===== src/logic/gpb_defines.vh =====
// register offsets, field layout and reset values for the general i/o port bank
// assumes a classic wishbone slave with 32-bit data and byte addressing
// How it works
// there are up to seven ports, a through g, each sixteen pins wide.
// parameters let a variant leave out whole ports and single pin positions.
// each port has a direction, an output latch, a pin read-back and an open-drain select register.
// a direction bit of 0 makes the pin an output and 1 makes it an input.
// writing the latch sets the level driven on output pins, and input pins keep but do not drive it.
// reading the latch returns the last value written to it, not the pins.
// reading the read-back register returns the present level of every pin of the port.
// writing the read-back register acts exactly like writing the latch of that port.
// an open-drain bit of 0 gives a push-pull driver and 1 gives an open-drain driver.
// every pin is set up on its own, apart from the other pins of its port.
// a pin claimed by an alternate serial function is neither driven nor steered by the port.
// the two buttons on port a bits 6 and 7 read high when pressed once software makes them inputs.
// the four lamps on port b bits 10 to 13 light when their latch bit is 1 and the pin is a push-pull output.
// after reset every pin is an input, push-pull, with its latch at zero, so nothing drives.
// an open-drain pin pulls low for a latch bit of 0 and floats for a latch bit of 1.
`ifndef GPB_DEFINES_VH
`define GPB_DEFINES_VH

`define GPB_NUM_PORTS      7
`define GPB_PORT_WIDTH     16
`define GPB_PORT_STRIDE    8'h10
`define GPB_OFS_DIRECTION  2'h0
`define GPB_OFS_LATCH      2'h1
`define GPB_OFS_READBACK   2'h2
`define GPB_OFS_OPEN_DRAIN 2'h3
`define GPB_RST_DIRECTION  16'hFFFF
`define GPB_RST_LATCH      16'h0000
`define GPB_RST_OPEN_DRAIN 16'h0000
`define GPB_ADDR_WIDTH     8
`define GPB_WORD_LSB       2
`define GPB_REG_SEL_LSB    2
`define GPB_PORT_SEL_LSB   4

`endif


===== src/logic/gpb_port_bank.v =====
// general i/o port bank: seven 16-bit ports behind a classic wishbone slave
// assumes pin inputs are synchronous to sys_clk; the pad ring resolves each pin from out and oe
//
// The implementer's own choices: the register offsets and the Wishbone slave port.
`timescale 1ns/100ps
`include "gpb_defines.vh"

module gpb_port_bank #(
  parameter [6:0]   PORT_PRESENT = 7'h7F,     // one bit per port a..g
  parameter [111:0] BIT_PRESENT  = {7{16'hFFFF}}  // 16 bits per port, port a lowest
) (
  input  wire          sys_clk,      // 50 MHz clock
  input  wire          reset_n,      // asynchronous reset, active low
  input  wire [7:0]    wb_adr_i,     // byte address
  input  wire [31:0]   wb_dat_i,     // write data
  input  wire [3:0]    wb_sel_i,     // byte enables
  input  wire          wb_we_i,      // write strobe
  input  wire          wb_cyc_i,     // bus cycle
  input  wire          wb_stb_i,     // strobe
  output reg  [31:0]   wb_dat_o,     // read data
  output reg           wb_ack_o,     // acknowledge
  input  wire [111:0]  pin_in,       // pin levels, port a in bits 15:0
  output wire [111:0]  pin_out,      // pin output level
  output wire [111:0]  pin_oe,       // pin output enable, high while driving
  input  wire [111:0]  alt_claim     // pin taken by an alternate serial function
);

  localparam NP   = `GPB_NUM_PORTS;
  localparam W    = `GPB_PORT_WIDTH;
  localparam NB   = NP * W;
  localparam DW   = 32;
  localparam LANE = 8;

  // reset and register codes, sized to the fields they meet
  localparam [W-1:0] RST_DIR = `GPB_RST_DIRECTION;
  localparam [W-1:0] RST_LAT = `GPB_RST_LATCH;
  localparam [W-1:0] RST_ODC = `GPB_RST_OPEN_DRAIN;
  localparam [1:0]   REG_DIR = `GPB_OFS_DIRECTION;
  localparam [1:0]   REG_LAT = `GPB_OFS_LATCH;
  localparam [1:0]   REG_PIN = `GPB_OFS_READBACK;
  localparam [1:0]   REG_ODC = `GPB_OFS_OPEN_DRAIN;

  // port map padded to eight so an out-of-range port number reads as absent
  localparam [7:0] PORT_MAP = {1'b0, PORT_PRESENT};

  // flat per-pin state, port p in bits 16p+15:16p
  wire [NB-1:0]  dir_bits;
  wire [NB-1:0]  lat_bits;
  wire [NB-1:0]  odc_bits;
  wire [NB-1:0]  keep_bits;
  wire [NB-1:0]  pin_seen;
  wire [NB-1:0]  next_out_bits;
  wire [NB-1:0]  next_oe_bits;
  wire [NB-1:0]  out_bits;
  wire [NB-1:0]  oe_bits;

  // bus decode
  wire [2:0]     port_sel;
  wire [1:0]     reg_sel;
  wire           adr_high;
  wire           hit;
  wire           req;
  wire           wr;
  wire           rd;
  wire [W-1:0]   wmask;
  wire [W-1:0]   wdata;
  wire           wr_dir;
  wire           wr_lat;
  wire           wr_odc;
  wire [NP-1:0]  port_hit;
  wire [NP-1:0]  port_dir_wr;
  wire [NP-1:0]  port_lat_wr;
  wire [NP-1:0]  port_odc_wr;

  // read side
  reg  [W-1:0]   dir_word;
  reg  [W-1:0]   lat_word;
  reg  [W-1:0]   odc_word;
  reg  [W-1:0]   pin_word;
  reg  [W-1:0]   next_rdata;

  assign port_sel = wb_adr_i[`GPB_PORT_SEL_LSB+2:`GPB_PORT_SEL_LSB];
  assign reg_sel  = wb_adr_i[`GPB_REG_SEL_LSB+1:`GPB_REG_SEL_LSB];
  assign adr_high = wb_adr_i[`GPB_ADDR_WIDTH-1];
  assign hit      = PORT_MAP[port_sel] && !adr_high;
  assign req      = wb_cyc_i && wb_stb_i && !wb_ack_o;
  assign wr       = req && wb_we_i && hit;
  assign rd       = req && !wb_we_i && hit;

  // only the low two lanes hold data; upper lanes are ignored on write
  assign wmask = {{LANE{wb_sel_i[1]}}, {LANE{wb_sel_i[0]}}};
  assign wdata = wb_dat_i[W-1:0];

  // the read-back offset writes the latch, so both offsets share one strobe
  assign wr_dir = wr && (reg_sel == REG_DIR);
  assign wr_lat = wr && ((reg_sel == REG_LAT) || (reg_sel == REG_PIN));  // see
  assign wr_odc = wr && (reg_sel == REG_ODC);

  // bus answer: ack one cycle after the request, dropped the cycle after
  always @(posedge sys_clk or negedge reset_n) begin
    if (!reset_n) begin
      wb_ack_o <= 1'b0;
    end else begin
      wb_ack_o <= req;
    end
  end

  // per-port strobes and the mask of pins that exist
  genvar p;
  generate
    for (p = 0; p < NP; p = p + 1) begin : g_port
      assign port_hit[p]         = (port_sel == p);
      assign port_dir_wr[p]      = wr_dir && port_hit[p];
      assign port_lat_wr[p]      = wr_lat && port_hit[p];
      assign port_odc_wr[p]      = wr_odc && port_hit[p];
      assign keep_bits[p*W +: W] = PORT_PRESENT[p] ? BIT_PRESENT[p*W +: W] : {W{1'b0}};  // see
    end
  endgenerate

  // pins read raw whatever their direction, masked to present bits
  assign pin_seen = pin_in & keep_bits;

  // one cell per pin; absent pins get no flip-flops and read as zero
  genvar b;
  generate
    for (b = 0; b < NB; b = b + 1) begin : g_pin
      if (PORT_PRESENT[b / W] && BIT_PRESENT[b]) begin : g_on
        reg  dir_q;
        reg  lat_q;
        reg  odc_q;
        reg  out_q;
        reg  oe_q;
        wire byte_on;
        wire wbit;
        wire dir_load;
        wire lat_load;
        wire odc_load;
        wire next_dir;
        wire next_lat;
        wire next_odc;

        assign byte_on  = wmask[b % W];
        assign wbit     = wdata[b % W];
        assign dir_load = port_dir_wr[b / W] && byte_on;
        assign lat_load = port_lat_wr[b / W] && byte_on;
        assign odc_load = port_odc_wr[b / W] && byte_on;

        // each pin is loaded on its own, apart from the rest of its port
        assign next_dir = dir_load ? wbit : dir_q;  // see
        assign next_lat = lat_load ? wbit : lat_q;  // see
        assign next_odc = odc_load ? wbit : odc_q;

        // direction resets to input so no pin drives before software sets it up
        always @(posedge sys_clk or negedge reset_n) begin
          if (!reset_n) begin
            dir_q <= RST_DIR[b % W];
          end else begin
            dir_q <= next_dir;
          end
        end

        // latch keeps its value while the pin is an input
        always @(posedge sys_clk or negedge reset_n) begin
          if (!reset_n) begin
            lat_q <= RST_LAT[b % W];
          end else begin
            lat_q <= next_lat;
          end
        end

        always @(posedge sys_clk or negedge reset_n) begin
          if (!reset_n) begin
            odc_q <= RST_ODC[b % W];
          end else begin
            odc_q <= next_odc;
          end
        end

        // open drain never drives high: the level is low and only oe carries the latch
        assign next_out_bits[b] = lat_q & ~odc_q;  // see
        assign next_oe_bits[b]  = ~dir_q & ~alt_claim[b] & ~(odc_q & lat_q);  // see see

        // registered so every pad output comes straight from a flip-flop
        always @(posedge sys_clk or negedge reset_n) begin
          if (!reset_n) begin
            out_q <= 1'b0;
          end else begin
            out_q <= next_out_bits[b];
          end
        end

        always @(posedge sys_clk or negedge reset_n) begin
          if (!reset_n) begin
            oe_q <= 1'b0;
          end else begin
            oe_q <= next_oe_bits[b];
          end
        end

        assign dir_bits[b] = dir_q;
        assign lat_bits[b] = lat_q;
        assign odc_bits[b] = odc_q;
        assign out_bits[b] = out_q;
        assign oe_bits[b]  = oe_q;
      end else begin : g_off
        assign dir_bits[b]      = 1'b0;
        assign lat_bits[b]      = 1'b0;
        assign odc_bits[b]      = 1'b0;
        assign next_out_bits[b] = 1'b0;
        assign next_oe_bits[b]  = 1'b0;
        assign out_bits[b]      = 1'b0;
        assign oe_bits[b]       = 1'b0;
      end
    end
  endgenerate

  assign pin_out = out_bits;
  assign pin_oe  = oe_bits;

  // port select for the read path; constant slices keep every index in range
  always @* begin
    dir_word = {W{1'b0}};
    case (port_sel)
      3'h0: begin
        dir_word = dir_bits[0*W +: W];
      end
      3'h1: begin
        dir_word = dir_bits[1*W +: W];
      end
      3'h2: begin
        dir_word = dir_bits[2*W +: W];
      end
      3'h3: begin
        dir_word = dir_bits[3*W +: W];
      end
      3'h4: begin
        dir_word = dir_bits[4*W +: W];
      end
      3'h5: begin
        dir_word = dir_bits[5*W +: W];
      end
      3'h6: begin
        dir_word = dir_bits[6*W +: W];
      end
      default: dir_word = {W{1'b0}};
    endcase
  end

  always @* begin
    lat_word = {W{1'b0}};
    case (port_sel)
      3'h0: begin
        lat_word = lat_bits[0*W +: W];
      end
      3'h1: begin
        lat_word = lat_bits[1*W +: W];
      end
      3'h2: begin
        lat_word = lat_bits[2*W +: W];
      end
      3'h3: begin
        lat_word = lat_bits[3*W +: W];
      end
      3'h4: begin
        lat_word = lat_bits[4*W +: W];
      end
      3'h5: begin
        lat_word = lat_bits[5*W +: W];
      end
      3'h6: begin
        lat_word = lat_bits[6*W +: W];
      end
      default: lat_word = {W{1'b0}};
    endcase
  end

  always @* begin
    odc_word = {W{1'b0}};
    case (port_sel)
      3'h0: begin
        odc_word = odc_bits[0*W +: W];
      end
      3'h1: begin
        odc_word = odc_bits[1*W +: W];
      end
      3'h2: begin
        odc_word = odc_bits[2*W +: W];
      end
      3'h3: begin
        odc_word = odc_bits[3*W +: W];
      end
      3'h4: begin
        odc_word = odc_bits[4*W +: W];
      end
      3'h5: begin
        odc_word = odc_bits[5*W +: W];
      end
      3'h6: begin
        odc_word = odc_bits[6*W +: W];
      end
      default: odc_word = {W{1'b0}};
    endcase
  end

  always @* begin
    pin_word = {W{1'b0}};
    case (port_sel)
      3'h0: begin
        pin_word = pin_seen[0*W +: W];
      end
      3'h1: begin
        pin_word = pin_seen[1*W +: W];
      end
      3'h2: begin
        pin_word = pin_seen[2*W +: W];
      end
      3'h3: begin
        pin_word = pin_seen[3*W +: W];
      end
      3'h4: begin
        pin_word = pin_seen[4*W +: W];
      end
      3'h5: begin
        pin_word = pin_seen[5*W +: W];
      end
      3'h6: begin
        pin_word = pin_seen[6*W +: W];
      end
      default: pin_word = {W{1'b0}};
    endcase
  end

  // register select; writes and unmapped reads give zero
  always @* begin
    next_rdata = {W{1'b0}};
    if (rd) begin
      case (reg_sel)
        REG_DIR: begin
          next_rdata = dir_word;
        end
        REG_LAT: begin
          next_rdata = lat_word;
        end
        REG_PIN: begin
          next_rdata = pin_word;
        end
        REG_ODC: begin
          next_rdata = odc_word;
        end
        default: begin
          next_rdata = {W{1'b0}};
        end
      endcase
    end
  end

  // read data registered with the ack and held until the next request
  always @(posedge sys_clk or negedge reset_n) begin
    if (!reset_n) begin
      wb_dat_o <= 32'h00000000;
    end else if (req) begin
      wb_dat_o <= {{(DW-W){1'b0}}, next_rdata};
    end
  end

endmodule


===== config.mk =====
export PLATFORM = sky130hd
export DESIGN_NAME = gpb_port_bank
export DESIGN_NICKNAME = d
export VERILOG_FILES = /design/src/logic/gpb_port_bank.v
export VERILOG_INCLUDE_DIRS = /design/src /design/src/logic
export SDC_FILE = /design/constraint.sdc
export NUM_CORES = 1
export LEC_CHECK = 0
export BUFFER_PORTS_ARGS = -buffer_cell sky130_fd_sc_hd__buf_2
export CORE_MARGIN = 8
export CORE_UTILIZATION = 35
export CTS_CLUSTER_DIAMETER = 150
export CTS_CLUSTER_SIZE = 28
export DETAILED_ROUTE_END_ITERATION = 16
export PLACE_DENSITY = 0.59
export SLEW_MARGIN = 40
export SYNTH_ARGS = -nofsm -noshare
export SYNTH_HDL_FRONTEND = slang
export SYNTH_SLANG_ARGS = --single-unit

===== constraint.sdc =====
create_clock -name sys_clk -period 2.4 [get_ports sys_clk]
set_clock_uncertainty 0.2 [all_clocks]
set_input_delay 0.24 -clock sys_clk [delete_from_list [all_inputs] [get_ports sys_clk]]
set_output_delay 0.24 -clock sys_clk [all_outputs]
set_load 0.03 [all_outputs]

# Word level (Yosys, flattened, before mapping)
# Memory sizes are Yosys's and may differ from the RTL's.
# Index checks and enable logic that the tools add are counted.
dict set report totals {
  regBits 577
  mem_bits_ro 8
  inputBits 273
  output_inout_bits 257
  word_cells 1555
  mem_count 1
}
# memory words width rd rd_ports_with_merged_regs wr line
set memory_table {}
lappend memory_table {{(name not given)} 8 1 1 0 0 gpb_port_bank.v:85} ;# assign hit = PORT_MAP[port_sel] && !adr_high;
dict set report op_classes {
  order_cmp 1
  n_eq_ne 9
  n_mux 7
  bitwise_logic 896
  reduce_logical 79
}
# cell n
set ops {}
lappend ops {{1-bit AND} 448}
lappend ops {{1-bit NOT} 448}
lappend ops {{16-bit case mux with 7 select lines} 4}
lappend ops {{1-bit logical AND} 73}
lappend ops {{16-bit case mux with 4 select lines} 1}
lappend ops {{16-bit two-way mux} 1}
lappend ops {{3-bit == test (second input constant)} 3}
lappend ops {{3-bit by 2-bit == test with 1-bit output (second input constant)} 2}
lappend ops {{2-bit == test (second input constant)} 2}
lappend ops {{3-bit by 4-bit < comparator with 1-bit output (second input constant)} 1}
lappend ops {{3-bit by 1-bit == test with 1-bit output (second input constant)} 1}
lappend ops {{1-bit zero test} 3}
lappend ops {{3-bit zero test} 1}
lappend ops {{2-bit by 1-bit == test with 1-bit output (second input constant)} 1}
lappend ops {{2-bit zero test} 1}
lappend ops {{1-bit logical OR} 1}
lappend ops {{1-bit two-way mux} 1}

# Logic depth before layout (Yosys ltp)
dict set report logic_depth {
  word_depth 7
  depth_mapped 9
  mapped_depth_nobuf 6
}

# Worst setup path after synthesis
# Ideal clock, no wire load.
dict set report synth_path {
  path_kind {register to register}
  from {register wb_ack_o}
  to {register g_pin[50].g_on.odc_q}
  setup_time_ns 0.125
  t_arrival_ns 2.036
  required_time_ns 2.075
  slack_ns 0.040
  stages_incl_launch_ff 7
  path_buffers 0
  synth_period_minus_slack_ns 2.360
  path_cell_list {dfrtp_1 -> nand3b_1 -> inv_1 -> and2_2 -> nand4_2 -> nor2_4 -> mux2_2}
}
dict set report synth_between {
  elab_chain_cells 7
}
# element line
set synth_lines {}
lappend synth_lines {{start: declaration} gpb_port_bank.v:21} ;# output reg wb_ack_o,
lappend synth_lines {{start signal: assignment} gpb_port_bank.v:104} ;# wb_ack_o <= req;
lappend synth_lines {{1-bit zero test} gpb_port_bank.v:86} ;# assign req = wb_cyc_i && wb_stb_i && !wb_ack_o;
lappend synth_lines {{1-bit logical AND} gpb_port_bank.v:86}
lappend synth_lines {{named net req} gpb_port_bank.v:62} ;# wire req;
lappend synth_lines {{1-bit logical AND (2 in a row)} gpb_port_bank.v:87} ;# assign wr = req && wb_we_i && hit;
lappend synth_lines {{1-bit logical AND} gpb_port_bank.v:97} ;# assign wr_odc = wr && (reg_sel == REG_ODC);
lappend synth_lines {{1-bit logical AND} gpb_port_bank.v:115} ;# assign port_odc_wr[p] = wr_odc && port_hit[p];
lappend synth_lines {{1-bit logical AND} gpb_port_bank.v:146} ;# assign odc_load = port_odc_wr[b / W] && byte_on;
lappend synth_lines {{end signal: assignment} gpb_port_bank.v:173} ;# odc_q <= RST_ODC[b % W];
lappend synth_lines {{end signal: assignment} gpb_port_bank.v:175} ;# odc_q <= next_odc;
lappend synth_lines {{end: declaration} gpb_port_bank.v:130} ;# reg odc_q;
# The timed path passes the listed nets, and every way through them passes these cells.
# A chain may end at the register's enable or synchronous reset.

# Worst setup path after layout
dict set report layout_path {
  from {register wb_ack_o}
  to {register g_pin[11].g_on.odc_q}
}
dict set report layout_between {
  elab_chain_cells 7
}
# element line
set layout_lines {}
lappend layout_lines {{1-bit zero test} gpb_port_bank.v:86}
lappend layout_lines {{1-bit logical AND} gpb_port_bank.v:86}
lappend layout_lines {{named net req} gpb_port_bank.v:62}
lappend layout_lines {{1-bit logical AND (2 in a row)} gpb_port_bank.v:87}
lappend layout_lines {{1-bit logical AND} gpb_port_bank.v:97}
lappend layout_lines {{1-bit logical AND} gpb_port_bank.v:115}
lappend layout_lines {{1-bit logical AND} gpb_port_bank.v:146}
lappend layout_lines {{end signal: assignment} gpb_port_bank.v:173}
lappend layout_lines {{end signal: assignment} gpb_port_bank.v:175}
lappend layout_lines {{end: declaration} gpb_port_bank.v:130}
# The timed path passes the listed nets, and every way through them passes these cells.

==> run summary <==
largest stage delay on the critical path - 0.39 ns
GPL Wtd Cong - 0.905
Yosys reg bits - 577
Slew @ Worst Pin - 0.629 ns
critical path peak fanout - 7
pwr dens - 550 nW/µm²
DR WL/cell - 27.6 µm
worst skew pair latency - 0.61 ns
CTS tree - built
min cycle time layout - 2.34 ns
Final Cycle Share - 0.974
final hold vios - 0
LEAKAGE - 15.4 nW
placed cell count - 3448
Root Driver - clkbuf_16
Max H-tree Level - 1
fill count - 7086
fmax - 428 MHz
row cnt - 101
CP Cell Sequence - nand3b_1, inv_2, and3_4, buf_6, nand3_4, nor2_4, buf_12, mux2_2
First-pass DRT Iterations - 5
RSZ-0062 raised after global routing - true
Die Width - 293 µm
critical path launch point type - register
global-route wire length before repair - 144000 µm
1st-iter DRT viols - 1366
Slowest cell on crit path - dfrtp_1
Die Y - 293 µm
Worst Hold Class - input port to register
synthesized netlist cell count - 2067
TritonCTS Buffers - 24
worst path required time - 2.69 ns
share of cells above drive strength 1 - 0.498
Max VDD drop - 0.397 mV
Initial Util - 0.354
PnR worst setup slack - 0.0613 ns
Layout Nets - 2867
syn_area_per_cell - 13.0 µm²
hold slack - 0.0618 ns
CP bufs+invs - 3
worst slack, placed - -0.460 ns
area post-placement - 30600 µm²
HPWL after detailed placement - 77200 µm
detailed-route vias per instance - 5.16
final cell count without fillers - 3642
most frequent cells in the layout - buf_2 (489), dfrtp_1 (465), mux2_2 (335)
number of global-route vias before repair - 20546
die area - 85900 µm²
via count - 18806
critical path's top delay family - simple AND/OR/NAND/NOR gates
clock slew at reported path FFs - 0.12 ns
CP Data Arrival Time - 2.63 ns
largest net degree at the start of global routing - 82
synth warn - 0
CP endpoint kind - register
initial antenna violation count - 5
mapped cell area - 26900 µm²
Routed WL - 100000 µm
Final Max Slew Viols - 0
max_slew headroom - 0.578
Final ANT Viol Nets - 0
Max Cap Viol - 0
clock tree buffer depth - 3
Total Power - 18.1 mW
library cells used by synthesis - 54
Port Buf Inserts - 493
final setup fails - 0
FFs w/ async S/R, synth - 1.00
outcome - completed
sequential area share after synthesis - 0.543
IO Pins - 530
number of clock sinks - 577
CORE AREA - 75900 µm²
commonest non-fill, non-tap cell in the layout - buf_2
GR Overflow Total - 0
Layout area overhead - 22.5%
CP Class - register to register
drc violations - 0
top_reg_cell synth - dfrtp_1
post-layout instance area - 32900 µm²
Total GRT Usage - 0.226
number of synthesized flops with an enable pin - 0
[logic make-up (layout without fill, tap and decap cells)]
family | after synthesis | in the layout | synth area share
buf+inv | 352 | 877 | 0.0858
fa+ha+maj | 5 | 5 | 0.00233
simple gates | 308 | 308 | 0.0762
compound gates | 362 | 362 | 0.0954
mux | 462 | 462 | 0.198
other cells | 1 | 21 | 0.000140
flops | 577 | 577 | 0.543
[synth_stat cells (18+ instances only)]
cell / number / share of area
a211oi_1: 113 / 0.032
o21ai_0: 59 / 0.011
buf_4: 248 / 0.069
nor2b_1: 135 / 0.031
nand2_1: 54 / 0.0075
nor2_1: 18 / 0.0025
mux2i_1: 76 / 0.028
nor2_4: 38 / 0.016
a21oi_1: 33 / 0.0061
dfstp_2: 112 / 0.11
clkbuf_1: 64 / 0.0089
mux4_2: 18 / 0.015
buf_2: 24 / 0.0045
or2_2: 20 / 0.0047
mux2_2: 366 / 0.15
a22oi_1: 52 / 0.015
dfrtp_1: 465 / 0.43
[final timing paths]
| kind | start | to | slack (ns) | depth (start not counted) |
|---|---|---|---|---|
| max | wb_ack_o | g_pin[11].g_on.odc_q | 0.06 | 8 |
| min | pin_in[59] | wb_dat_o[11] | 0.06 | 5 |
| max reg2reg | wb_ack_o | g_pin[11].g_on.odc_q | 0.06 | 8 |
| min reg2reg | g_pin[61].g_on.odc_q | g_pin[61].g_on.out_q | 0.27 | 1 |
| max in group asynchronous | reset_n | g_pin[43].g_on.dir_q | 1.31 | 3 |
| min in group asynchronous | reset_n | g_pin[111].g_on.dir_q | 0.17 | 2 |
[cell type report]
class,instances,area [µm²],share of cell area
inverters,6,22.5,0.000684
flip-flops and latches,577,14600,0.443
diodes,5,12.5,0.000380
well taps,1030,1290,0.0392
clock buffers,42,689,0.0209
clock inverters,2,13.8,0.000418
repair buffers,827,6110,0.186
multi-input cells,1153,10200,0.310
[sequential cells by signal, summed over array words and instances (netlist names)]
name,cells
g_pin.g_on.dir_q,112
g_pin.g_on.lat_q,112
wb_ack_o,1
wb_dat_o,16
g_pin.g_on.out_q,112
g_pin.g_on.oe_q,112
g_pin.g_on.odc_q,112
[worst register-to-register path: cells and delay by family (launching register included)]
family	cells	cell delay, ns
buf+inv	3	0.46
flops	1	0.39
mux	1	0.34
simple gates	4	0.83
[where the power goes]
part	leakage (nW)	internal [mW]	total (mW)	switching [mW]
combinational	7.69	1.01	2.61	1.60
sequential	7.35	10.1	10.3	0.257
clock	0.337	1.99	5.16	3.16
[layer usage]
metal,vias to the layer above,track usage,routed length (µm)
met5,-,0,0
met4,0,0.0728,3630
met3,148,0.0366,6430
met2,724,0.400,50400
met1,9727,0.281,39900
li1,8207,-,-
[per-stage QoR]
stage	utilization	setup TNS [ns]
after floorplan	-	0
after global placement	0.403	-4.10
after CTS	0.431	0
after global routing	0.433	-0.256
after detailed placement	0.403	-7.86
final	0.433	0
[timing repair]
action                     4_1_cts  5_1_grt
hold buffers                   143        0
resized for setup                2       38
hold endpoints to repair       867        0
setup endpoints to repair      150       50
setup buffers                    2        0
pin swaps                        1        4
Note: power is estimated with default switching activity, not from simulation.
